==> src/rtl/rsb_pkg.sv <==
/*
  Package for the reset source and break flag register bank.
  Assumes a 32-bit AXI4-Lite register bus, each register one aligned word.
*/
package rsb_pkg;
  // ==========================================================
  // Register byte addresses
  localparam logic [3:0] RSB_BREAK_WAIT_STATUS_ADDR = 4'h0;
  localparam logic [3:0] RSB_RESET_CAUSE_STATUS_ADDR = 4'h4;
  localparam logic [3:0] RSB_BREAK_FLAG_CONTROL_ADDR = 4'h8;
  localparam logic [3:0] RSB_IRQ_STATUS_ADDR = 4'hc;
  // ==========================================================
  // Field positions
  localparam int RSB_BWS_EXIT_BIT = 1;
  localparam int RSB_RC_POWER_ON_BIT = 7;
  localparam int RSB_RC_PIN_BIT = 6;
  localparam int RSB_RC_WATCHDOG_BIT = 5;
  localparam int RSB_RC_BAD_OPCODE_BIT = 4;
  localparam int RSB_RC_BAD_FETCH_BIT = 3;
  localparam int RSB_RC_UNDERVOLTAGE_BIT = 1;
  localparam int RSB_BFC_CLEAR_ENABLE_BIT = 7;
  // Interrupt status layout: bit 0 break wait exit, bit 1 new reset cause
  localparam int RSB_IRQ_BREAK_EXIT_BIT = 0;
  localparam int RSB_IRQ_RESET_CAUSE_BIT = 1;
  localparam int RSB_IRQ_W = 2;
  // ==========================================================
  // Reset values
  localparam logic [7:0] RSB_RC_POWER_ON_VALUE = 8'h80;
  localparam logic [7:0] RSB_BFC_RESET = 8'h00;
  // ==========================================================
  // AXI responses
  localparam logic [1:0] RSB_RESP_OKAY = 2'h0;
  localparam logic [1:0] RSB_RESP_SLVERR = 2'h2;
endpackage

==> src/rtl/rsb_sync3.sv <==
/*
  Three-flop synchroniser for one asynchronous level.
  Assumes the input may change at any time; the output is the agreed level.
*/
`timescale 1ns/1ps
`default_nettype none
module rsb_sync3 (
  // Clock and reset
  input wire logic aclk,
  input wire logic aresetn,
  // Level in and out
  input wire logic d,
  output logic q
);
  logic s1_r, s2_r, s3_r, q_r;
  logic q_nxt;

  always_comb begin
    // Change counts once stages two and three agree
    q_nxt = (s2_r == s3_r) ? s3_r : q_r;
  end

  always_ff @(posedge aclk) begin
    if (!aresetn) begin
      s1_r <= 1'b0;
      s2_r <= 1'b0;
      s3_r <= 1'b0;
      q_r <= 1'b0;
    end else begin
      s1_r <= d;
      s2_r <= s1_r;
      s3_r <= s2_r;
      q_r <= q_nxt;
    end
  end

  assign q = q_r;
endmodule
`default_nettype wire

==> src/rtl/rsb_reset_source_break_flags.sv <==
/*
  Reset source flags, break wait exit flag and break clear enable,
  with an AXI4-Lite slave and one level interrupt.
  Assumes reset cause levels arrive from other domains (synchronised here)
  and that cause inputs still stand when the system reset releases.
*/
// The register offsets and register access over AXI4-Lite are this design's own decisions.
`timescale 1ns/1ps
`default_nettype none
module rsb_reset_source_break_flags
  import rsb_pkg::*;
(
  // Clock and reset
  input wire logic aclk,
  input wire logic aresetn,
  // AXI4-Lite write address
  input wire logic [3:0] s_axi_awaddr,
  input wire logic s_axi_awvalid,
  output logic s_axi_awready,
  // AXI4-Lite write data
  input wire logic [31:0] s_axi_wdata,
  input wire logic [3:0] s_axi_wstrb,
  input wire logic s_axi_wvalid,
  output logic s_axi_wready,
  // AXI4-Lite write response
  output logic [1:0] s_axi_bresp,
  output logic s_axi_bvalid,
  input wire logic s_axi_bready,
  // AXI4-Lite read address
  input wire logic [3:0] s_axi_araddr,
  input wire logic s_axi_arvalid,
  output logic s_axi_arready,
  // AXI4-Lite read data
  output logic [31:0] s_axi_rdata,
  output logic [1:0] s_axi_rresp,
  output logic s_axi_rvalid,
  input wire logic s_axi_rready,
  // Reset causes, levels from other domains
  input wire logic power_on_reset,
  input wire logic reset_pin_active,
  input wire logic watchdog_reset,
  input wire logic bad_opcode_reset,
  input wire logic bad_fetch_reset,
  input wire logic opcode_fetch,
  input wire logic undervoltage_reset,
  // Wait and break, same clock
  input wire logic wait_mode,
  input wire logic cpu_interrupt,
  input wire logic break_interrupt,
  input wire logic break_state,
  // Outputs
  output logic wait_exit_request,
  output logic status_clear_allowed,
  output logic irq
);
  // ==========================================================
  // Synchronised cause levels
  logic por_s, pin_s, wd_s, op_s, fa_s, fetch_s, uv_s;

  // Synchronisers restart with the bank, so no unknown level leaks past reset
  rsb_sync3 u_sync_por (.aclk(aclk), .aresetn(aresetn), .d(power_on_reset), .q(por_s));
  rsb_sync3 u_sync_pin (.aclk(aclk), .aresetn(aresetn), .d(reset_pin_active), .q(pin_s));
  rsb_sync3 u_sync_wd (.aclk(aclk), .aresetn(aresetn), .d(watchdog_reset), .q(wd_s));
  rsb_sync3 u_sync_op (.aclk(aclk), .aresetn(aresetn), .d(bad_opcode_reset), .q(op_s));
  rsb_sync3 u_sync_fa (.aclk(aclk), .aresetn(aresetn), .d(bad_fetch_reset), .q(fa_s));
  rsb_sync3 u_sync_fe (.aclk(aclk), .aresetn(aresetn), .d(opcode_fetch), .q(fetch_s));
  rsb_sync3 u_sync_uv (.aclk(aclk), .aresetn(aresetn), .d(undervoltage_reset), .q(uv_s));

  // ==========================================================
  // State
  logic [7:0] cause_r, cause_nxt;
  logic exit_flag_r, exit_flag_nxt;
  logic [7:0] bfc_r, bfc_nxt;
  logic [RSB_IRQ_W-1:0] irq_stat_r, irq_stat_nxt;
  logic [RSB_IRQ_W-1:0] irq_en_r, irq_en_nxt;
  logic wait_exit_r, wait_exit_nxt;
  logic clr_ok_r, clr_ok_nxt;
  logic irq_r, irq_nxt;
  logic awready_r, awready_nxt, wready_r, wready_nxt, bvalid_r, bvalid_nxt;
  logic [1:0] bresp_r, bresp_nxt;
  logic [3:0] awaddr_r, awaddr_nxt;
  logic [31:0] wdata_r, wdata_nxt;
  logic [3:0] wstrb_r, wstrb_nxt;
  logic have_aw_r, have_aw_nxt, have_w_r, have_w_nxt;
  logic arready_r, arready_nxt, rvalid_r, rvalid_nxt;
  logic [31:0] rdata_r, rdata_nxt;
  logic [1:0] rresp_r, rresp_nxt;
  logic cause_rd_pending_r, cause_rd_pending_nxt;
  logic held_r, held_nxt;

  // Any active cause (system still held in reset)
  logic any_cause;
  logic wr_fire, rd_take;
  logic [7:0] new_cause;

  function automatic logic [31:0] rsb_read_word(input logic [3:0] a, input logic [7:0] c,
      input logic e, input logic [7:0] b, input logic [RSB_IRQ_W-1:0] s);
    logic [31:0] w;
    w = 32'h0;
    case (a)
      RSB_BREAK_WAIT_STATUS_ADDR: w[RSB_BWS_EXIT_BIT] = e;
      RSB_RESET_CAUSE_STATUS_ADDR: w[7:0] = c;
      RSB_BREAK_FLAG_CONTROL_ADDR: w[7:0] = b;
      RSB_IRQ_STATUS_ADDR: w[RSB_IRQ_W-1:0] = s;
      default: w = 32'h0;
    endcase
    return w;
  endfunction

  function automatic logic rsb_mapped(input logic [3:0] a);
    return (a == RSB_BREAK_WAIT_STATUS_ADDR) || (a == RSB_RESET_CAUSE_STATUS_ADDR) ||
           (a == RSB_BREAK_FLAG_CONTROL_ADDR) || (a == RSB_IRQ_STATUS_ADDR);
  endfunction

  // ==========================================================
  // Next-state logic
  always_comb begin
    any_cause = por_s | pin_s | wd_s | op_s | (fa_s & fetch_s) | uv_s;
    new_cause = 8'h00;
    new_cause[RSB_RC_PIN_BIT] = pin_s;
    new_cause[RSB_RC_WATCHDOG_BIT] = wd_s;
    new_cause[RSB_RC_BAD_OPCODE_BIT] = op_s;
    new_cause[RSB_RC_BAD_FETCH_BIT] = fa_s & fetch_s;
    new_cause[RSB_RC_UNDERVOLTAGE_BIT] = uv_s;

    // Write channel capture, either order
    awready_nxt = awready_r;
    wready_nxt = wready_r;
    awaddr_nxt = awaddr_r;
    wdata_nxt = wdata_r;
    wstrb_nxt = wstrb_r;
    have_aw_nxt = have_aw_r;
    have_w_nxt = have_w_r;
    bvalid_nxt = bvalid_r;
    bresp_nxt = bresp_r;
    if (s_axi_awvalid && awready_r) begin
      have_aw_nxt = 1'b1;
      awaddr_nxt = s_axi_awaddr;
      awready_nxt = 1'b0;
    end
    if (s_axi_wvalid && wready_r) begin
      have_w_nxt = 1'b1;
      wdata_nxt = s_axi_wdata;
      wstrb_nxt = s_axi_wstrb;
      wready_nxt = 1'b0;
    end
    wr_fire = have_aw_r && have_w_r && !bvalid_r;
    if (wr_fire) begin
      bvalid_nxt = 1'b1;
      bresp_nxt = rsb_mapped(awaddr_r) ? RSB_RESP_OKAY : RSB_RESP_SLVERR;
      have_aw_nxt = 1'b0;
      have_w_nxt = 1'b0;
    end
    if (bvalid_r && s_axi_bready) begin
      bvalid_nxt = 1'b0;
      awready_nxt = 1'b1;
      wready_nxt = 1'b1;
    end
  end

  // Read channel
  always_comb begin
    // Read channel; data snapshot before any clear
    arready_nxt = arready_r;
    rvalid_nxt = rvalid_r;
    rdata_nxt = rdata_r;
    rresp_nxt = rresp_r;
    cause_rd_pending_nxt = cause_rd_pending_r;
    rd_take = s_axi_arvalid && arready_r;
    if (rd_take) begin
      arready_nxt = 1'b0;
      rvalid_nxt = 1'b1;
      rdata_nxt = rsb_read_word(s_axi_araddr, cause_r, exit_flag_r, bfc_r, irq_stat_r);
      rresp_nxt = rsb_mapped(s_axi_araddr) ? RSB_RESP_OKAY : RSB_RESP_SLVERR;
      cause_rd_pending_nxt = (s_axi_araddr == RSB_RESET_CAUSE_STATUS_ADDR);
    end
    if (rvalid_r && s_axi_rready) begin
      rvalid_nxt = 1'b0;
      arready_nxt = 1'b1;
      cause_rd_pending_nxt = 1'b0;
    end
  end

  // Flags, break enable and wait exit
  always_comb begin
    // Reset cause flags
    cause_nxt = cause_r;
    held_nxt = any_cause;
    if (rvalid_r && s_axi_rready && cause_rd_pending_r) begin
      cause_nxt = 8'h00; // Clear only once the read completes
    end
    if (por_s) begin
      cause_nxt = RSB_RC_POWER_ON_VALUE;
    end else if (any_cause) begin
      cause_nxt = new_cause; // Latest reset overwrites older causes
    end

    // Break wait exit flag; set wins over software clear
    exit_flag_nxt = exit_flag_r;
    if (wr_fire && awaddr_r == RSB_BREAK_WAIT_STATUS_ADDR && wstrb_r[0] &&
        !wdata_r[RSB_BWS_EXIT_BIT]) begin
      exit_flag_nxt = 1'b0;
    end
    if (wait_mode && break_interrupt) begin
      exit_flag_nxt = 1'b1;
    end
    if (any_cause) begin
      exit_flag_nxt = 1'b0;
    end

    // Break clear enable
    bfc_nxt = bfc_r;
    if (wr_fire && awaddr_r == RSB_BREAK_FLAG_CONTROL_ADDR && wstrb_r[0]) begin
      bfc_nxt = 8'h00;
      bfc_nxt[RSB_BFC_CLEAR_ENABLE_BIT] = wdata_r[RSB_BFC_CLEAR_ENABLE_BIT];
    end
    if (any_cause) begin
      bfc_nxt = RSB_BFC_RESET;
    end
    clr_ok_nxt = !break_state || bfc_nxt[RSB_BFC_CLEAR_ENABLE_BIT];

    // Wait exit request
    wait_exit_nxt = wait_mode && (pin_s || cpu_interrupt || break_interrupt);
  end

  // Interrupt status
  always_comb begin
    // Interrupt status: enable and clear share layout, set wins
    irq_en_nxt = irq_en_r;
    irq_stat_nxt = irq_stat_r;
    if (wr_fire && awaddr_r == RSB_IRQ_STATUS_ADDR && wstrb_r[0]) begin
      irq_stat_nxt = irq_stat_r & ~wdata_r[RSB_IRQ_W-1:0];
    end
    if (wr_fire && awaddr_r == RSB_IRQ_STATUS_ADDR && wstrb_r[1]) begin
      irq_en_nxt = wdata_r[8 +: RSB_IRQ_W];
    end
    if (wait_mode && break_interrupt) begin
      irq_stat_nxt[RSB_IRQ_BREAK_EXIT_BIT] = 1'b1;
    end
    if (held_r && !any_cause) begin
      irq_stat_nxt[RSB_IRQ_RESET_CAUSE_BIT] = 1'b1;
    end
    irq_nxt = |(irq_stat_nxt & irq_en_nxt);
  end

  // ==========================================================
  // Registers
  always_ff @(posedge aclk) begin
    if (!aresetn) begin
      cause_r <= RSB_RC_POWER_ON_VALUE;
      exit_flag_r <= 1'b0;
      bfc_r <= RSB_BFC_RESET;
      wait_exit_r <= 1'b0;
      clr_ok_r <= 1'b1;
      held_r <= 1'b0;
    end else begin
      cause_r <= cause_nxt;
      exit_flag_r <= exit_flag_nxt;
      bfc_r <= bfc_nxt;
      wait_exit_r <= wait_exit_nxt;
      clr_ok_r <= clr_ok_nxt;
      held_r <= held_nxt;
    end
  end

  // Interrupt registers
  always_ff @(posedge aclk) begin
    if (!aresetn) begin
      irq_stat_r <= '0;
      irq_en_r <= '0;
      irq_r <= 1'b0;
    end else begin
      irq_stat_r <= irq_stat_nxt;
      irq_en_r <= irq_en_nxt;
      irq_r <= irq_nxt;
    end
  end

  // Write channel registers
  always_ff @(posedge aclk) begin
    if (!aresetn) begin
      awready_r <= 1'b1;
      wready_r <= 1'b1;
      bvalid_r <= 1'b0;
      bresp_r <= RSB_RESP_OKAY;
      awaddr_r <= 4'h0;
      wdata_r <= 32'h0;
      wstrb_r <= 4'h0;
      have_aw_r <= 1'b0;
      have_w_r <= 1'b0;
    end else begin
      awready_r <= awready_nxt;
      wready_r <= wready_nxt;
      bvalid_r <= bvalid_nxt;
      bresp_r <= bresp_nxt;
      awaddr_r <= awaddr_nxt;
      wdata_r <= wdata_nxt;
      wstrb_r <= wstrb_nxt;
      have_aw_r <= have_aw_nxt;
      have_w_r <= have_w_nxt;
    end
  end

  // Read channel registers
  always_ff @(posedge aclk) begin
    if (!aresetn) begin
      arready_r <= 1'b1;
      rvalid_r <= 1'b0;
      rdata_r <= 32'h0;
      rresp_r <= RSB_RESP_OKAY;
      cause_rd_pending_r <= 1'b0;
    end else begin
      arready_r <= arready_nxt;
      rvalid_r <= rvalid_nxt;
      rdata_r <= rdata_nxt;
      rresp_r <= rresp_nxt;
      cause_rd_pending_r <= cause_rd_pending_nxt;
    end
  end

  assign s_axi_awready = awready_r;
  assign s_axi_wready = wready_r;
  assign s_axi_bvalid = bvalid_r;
  assign s_axi_bresp = bresp_r;
  assign s_axi_arready = arready_r;
  assign s_axi_rvalid = rvalid_r;
  assign s_axi_rdata = rdata_r;
  assign s_axi_rresp = rresp_r;
  assign wait_exit_request = wait_exit_r;
  assign status_clear_allowed = clr_ok_r;
  assign irq = irq_r;
endmodule
`default_nettype wire

==> config.mk <==
export PLATFORM = sky130hd
export DESIGN_NAME = rsb_reset_source_break_flags
export DESIGN_NICKNAME = d
export VERILOG_FILES = /design/src/rtl/rsb_pkg.sv /design/src/rtl/rsb_sync3.sv /design/src/rtl/rsb_reset_source_break_flags.sv
export SDC_FILE = /design/constraint.sdc
export NUM_CORES = 1
export LEC_CHECK = 0
export ABC_AREA = 1
export BUFFER_PORTS_ARGS = -buffer_cell sky130_fd_sc_hd__buf_2
export CORE_MARGIN = 8
export CORE_UTILIZATION = 52
export CTS_BUF_LIST = sky130_fd_sc_hd__clkbuf_4 sky130_fd_sc_hd__clkbuf_8 sky130_fd_sc_hd__clkbuf_16
export CTS_CLUSTER_SIZE = 12
export DETAILED_ROUTE_END_ITERATION = 16
export GPL_TIMING_DRIVEN = 0
export MAX_ROUTING_LAYER = met4
export PLACE_DENSITY = 0.85
export SLEW_MARGIN = 10
export SYNTH_ARGS = -nofsm -noshare
export SYNTH_HDL_FRONTEND = slang
export SYNTH_HIERARCHICAL = 1
export SYNTH_SLANG_ARGS = --single-unit
==> constraint.sdc <==
create_clock -name aclk -period 3.07 [get_ports aclk]
set_input_delay 0.614 -clock aclk [delete_from_list [all_inputs] [get_ports aclk]]
set_output_delay 0.614 -clock aclk [all_outputs]
set_load 0.02 [all_outputs]
# Yosys cells after proc, flatten, opt, wreduce, memory -nomap -nowiden
# Cells that the tools add are included.
[op_classes]
add_sub_neg = 0
multipliers = 0
n_div = 0
n_lt_le_gt_ge = 0
eq_ne = 13
shifts = 0
mux = 15
bitwise = 10
reduce_logical = 42
[op_table]
columns = ["op", "count"]
rows = [
  ["$mux W8", 4],
  ["$logic_and A1 B1 Y1", 19],
  ["$eq A4 B4 Y1 const B", 4],
  ["$pmux W6 S2", 1],
  ["$reduce_or A2 Y1", 6],
  ["$logic_or A1 B1 Y1", 9],
  ["$eq A4 B3 Y1 const B", 2],
  ["$logic_not A4 Y1", 2],
  ["$mux W2", 4],
  ["$eq A1 B1 Y1", 7],
  ["$mux W1", 5],
  ["$or A1 B1 Y1", 5],
  ["$and A2 B2 Y2", 2],
  ["$logic_not A1 Y1", 4],
  ["$reduce_bool A2 Y1", 2],
  ["$pmux W1 S3", 1],
  ["$not A2 Y2", 1],
  ["$and A1 B1 Y1", 1],
  ["$not A1 Y1", 1],
]
[totals]
reg_bits = 80
latch_bits = 0
ram_bits = 0
rom_bits = 0
inputBits = 62
output_inout_bits = 44
wordCells = 131
n_memories = 0

# Depth between registers and ports, before layout
[depth]
word_depth = 10
depth_mapped = 9
mapped_depth_nobuf = 9

# Modules after synthesis
# The synthesis kept the hierarchy.
[modules_own_cells]
columns = ["module", "n_inst", "cells_each", "area_per_inst_um2", "seq_area_each_um2"]
rows = [
  ["rsb_reset_source_break_flags", 1, 246, 1905.6, 880.8],
  ["rsb_sync3", 7, 13, 116.4, 80.1],
]

# Worst setup path before layout
# OpenSTA, ideal clock, no wires.
[synth_timing]
kind = "input port to flip-flop"
from = "input port s_axi_arvalid"
to = "register rresp_r[1] (netlist: s_axi_rresp[1])"
setup_time_ps = 121
arrival_ps = 1177
t_required_ps = 2949
setup_slack_ps = 1771
cell_stages = 5
path_cell_list = "nand2_1 -> buf_2 -> inv_1 -> o21ai_0 -> a21oi_1"
[synth_via]
elab_chain_cells = 1
[synth_rtl]
columns = ["element", "line_no", "source"]
rows = [
  ["start, declared", "rsb_reset_source_break_flags.sv:31", "input wire logic s_axi_arvalid,"],
  ["$logic_and A1 B1 Y1", "rsb_reset_source_break_flags.sv:169", "rd_take = s_axi_arvalid && arready_r;"],
  ["end signal, assigned", "rsb_reset_source_break_flags.sv:316", "rresp_r <= rresp_nxt;"],
  ["end, declared", "rsb_reset_source_break_flags.sv:87", "logic [1:0] rresp_r, rresp_nxt;"],
]
# No other way between the ends.
# A chain may end at the register's enable or synchronous reset.

# Final worst setup path
[layout_timing]
from = "register bvalid_r (netlist: s_axi_bvalid)"
to = "output port s_axi_bvalid"
[layout_rtl]
columns = ["element", "line_no", "source"]
rows = [
  ["start, declared", "rsb_reset_source_break_flags.sv:79", "logic awready_r, awready_nxt, wready_r, wready_nxt, bvalid_r, bvalid_nxt;"],
  ["start signal, assigned", "rsb_reset_source_break_flags.sv:294", "bvalid_r <= bvalid_nxt;"],
  ["end, declared", "rsb_reset_source_break_flags.sv:27", "output logic s_axi_bvalid,"],
]
# No word-level cell between the ends.

==> results.cfg <==
[clocking]
tritoncts = built
clkLatencyLatePin_ns = 0.34
clk_pin_slew_ns = 0.07
clockBufferDepth = 2
ctsHoldBuffers = 0
numCtsBuffers = 9
clockRootBuffer = clkbuf_8
cts_setup_buffers = 0
htree_levels = 3
cts_resized = 0
clock_sinks = 72

[placement]
dp.cells = 482
gp_congestion = 0.8606
place_hpwl_mm = 4.189
io_buffers = 49

[drt]
route.detailed.drc = 0
drtPass1Iterations = 4
drtIter0Drc = 135
vias = 2264
wl_per_cell_um = 11.13
detail-route-antenna-nets = 0
vias_per_cell = 4.546
wl_mm = 5.541

[worst_setup_path]
cp.depth = 1
r2r-start = s_axi_bvalid
ff2ff_path_depth = 8
cpLargestDelayFamily = flip-flops
r2r-end = bfc_r[7]
slowest_stage = dfxtp_1
critical_path_required_ns = 2.46
crit_path_start_kind = flop
cp.arrival_ns = 0.99
startpoint = s_axi_bvalid
r2r_setup_slack_ns = 1.87
crit_path_cell_trace = buf_2
critPathBufInv = 1
worstPathMaxFanout = 5
critical_path.max_stage_delay_ns = 0.44
cp-end-kind = output port
worstSetupPathType = flop to output port
cp-endpoint = s_axi_bvalid

[global_route]
grt_pass1_wl_mm = 8.956
antenna_found_initial = 0
track_usage = 0.1524
grt_pass1_vias = 2041
grt_max_degree = 32
gr-total-overflow = 0

[synth]
synth-edff-count = 0
syn_area_per_cell_sq_um = 8.072
synthTopCellsByArea = dfxtp_1 (53%), nand2_1 (9.1%), buf_4 (7.5%), a21oi_1 (5.9%), inv_1 (5.8%)
synth_area_leader_cell = dfxtp_1
synth_cell_types = 22
ys_top_cells_by_count = dfxtp_1 (72), nand2_1 (66), inv_1 (42), a21oi_1 (32), nor2_1 (32)
synthArstFlopShare = 0
yosysSeqAreaShare = 0.5299
ys_ff_latch = 72
synth-main-ff-cell = dfxtp_1
ys_warn_count = 6
yosysTopAreaCellShare = 0.5299
synth_cells = 337
yosysMostFrequentCell = dfxtp_1
netlist_area_sq_um = 2720

[sta]
maxSlewViolCount = 0
timing.fmax_mhz = 624.8
finalSetupTns_ns = 0
min_period_over_period = 0.5213
post-route-min-period_ns = 1.600
hold_viol = 0
setup_viol_count_final = 0
rsz0062_at_grt = false
skew_ns = 0.007680

[worst_hold_path]
hold_path.class = flop to flop

[layout]
drive_gt1_frac = 0.2453
fin_nets = 485
final_util = 0.6617
antenna_cells = 0
syn_to_final_growth_pct = 23.46
layoutNonFillerInstCount = 498

[power_and_ir_drop]
finalPower_mw = 1.936
total_leakage_power_nw = 1.711
power_density_nw_per_um2 = 576.4
peakVddDrop_v = 0.0003211

[floorplan]
core_area_sq_um = 5075
dieArea_sq_um = 7801
dieWidth_um = 88.33
initial_core_util = 0.5360
die_h_um = 88.33
num_io_pins = 106
std_cell_rows = 26

[flow_run]
maxCapViolCount = 0

[outcome]
outcome = finished clean
## cell families (layout without fill, tap and decap cells)
group	after synthesis	in the layout	synth area share
buffers and inverters	77	142	0.1444
flip-flops	72	72	0.5299
AO/OA/AOI/OAI	58	58	0.1099
other	1	27	0.001379
AND/OR/NAND/NOR	129	129	0.2144
## where the power goes
part / leakage [nW] / internal [mW] / switching [mW]
Clock: 0.105 / 0.414 / 0.327
Combinational: 1.02 / 0.0735 / 0.125
Sequential: 0.590 / 0.974 / 0.0232
Total: 1.71 / 1.46 / 0.475
## cells in the final DEF (no fill, tap or decap)
cell type,instances
dfxtp_1,72
inv_1,42
a31oi_1,1
nor2_1,32
nand2_1,66
clkinvlp_4,1
a21oi_1,32
clkbuf_2,1
o311a_1,1
nand3_2,1
nor2_4,4
clkbuf_1,3
nor2_2,2
nand3_1,14
o21ai_1,8
clkbuf_8,14
clkbuf_4,1
o21ai_0,15
buf_2,50
nand4_1,9
conb_1,27
buf_4,27
nor4_4,1
o21a_1,1
inv_2,3
## metal layers
layer,vias to the layer above,routed length (um),GRT usage
met5,-,0,-
met4,0,142,0.07834
met3,16,443,0.05478
met2,69,2589,0.2458
met1,990,2365,0.1612
li1,1189,-,-
## metrics by stage
step,instance area [sq um],setup slack (ns),hold WS (ns)
6_report,3358,1.470,0.4091
4_1_cts,3358,1.443,0.4105
3_5_place_dp,3151,1.254,0.3959
2_1_floorplan,2818,1.771,0.3856
3_3_place_gp,3151,1.281,0.3879
5_1_grt,3358,1.405,0.4248
## worst reg2reg max path, stage by stage, from the launching register on
cell and delay (ns):
dfxtp_1 0.37, inv_1 0.07, nand3_1 0.10, nor2_2 0.14, nand3_1 0.12, nand2_1 0.09
o21ai_1 0.06, nand2_1 0.08, nor2_1 0.05
## area by class of cell
| type | instances | area (sq um) |
|---|---|---|
| fill | 442 | 1717 |
| sequential | 72 | 1441 |
| multi-input combinational | 214 | 983.4 |
| timing repair buffer | 49 | 245.2 |
| buffer | 32 | 224.0 |
| clock buffer | 15 | 200.2 |
| inverter | 45 | 168.9 |
| tap | 70 | 87.58 |
| clock inverter | 1 | 7.507 |
## worst min-delay path by stage
stage                                from         endpoint  slack, ns  cells past startpoint
after floorplan            u_sync_fa/s1_r   u_sync_fa/s2_r       0.39                      2
after global placement    u_sync_pin/s1_r  u_sync_pin/s2_r       0.39                      2
after detailed placement   u_sync_uv/s1_r   u_sync_uv/s2_r       0.40                      2
after CTS                  u_sync_wd/s1_r   u_sync_wd/s2_r       0.41                      2
after global routing      u_sync_por/s1_r  u_sync_por/s2_r       0.42                      2
final                      u_sync_uv/s1_r   u_sync_uv/s2_r       0.41                      2
## state kept, by name, summed over array words and instances, names as in the netlist, 2 cells and up
name and cells:
wdata_r 5, irq_en_r 2, irq_stat_r 2, cause_r 6, s_axi_rdata 7, awaddr_r 4
wstrb_r 2
No activity file was read; power rests on OpenSTA's default activity.
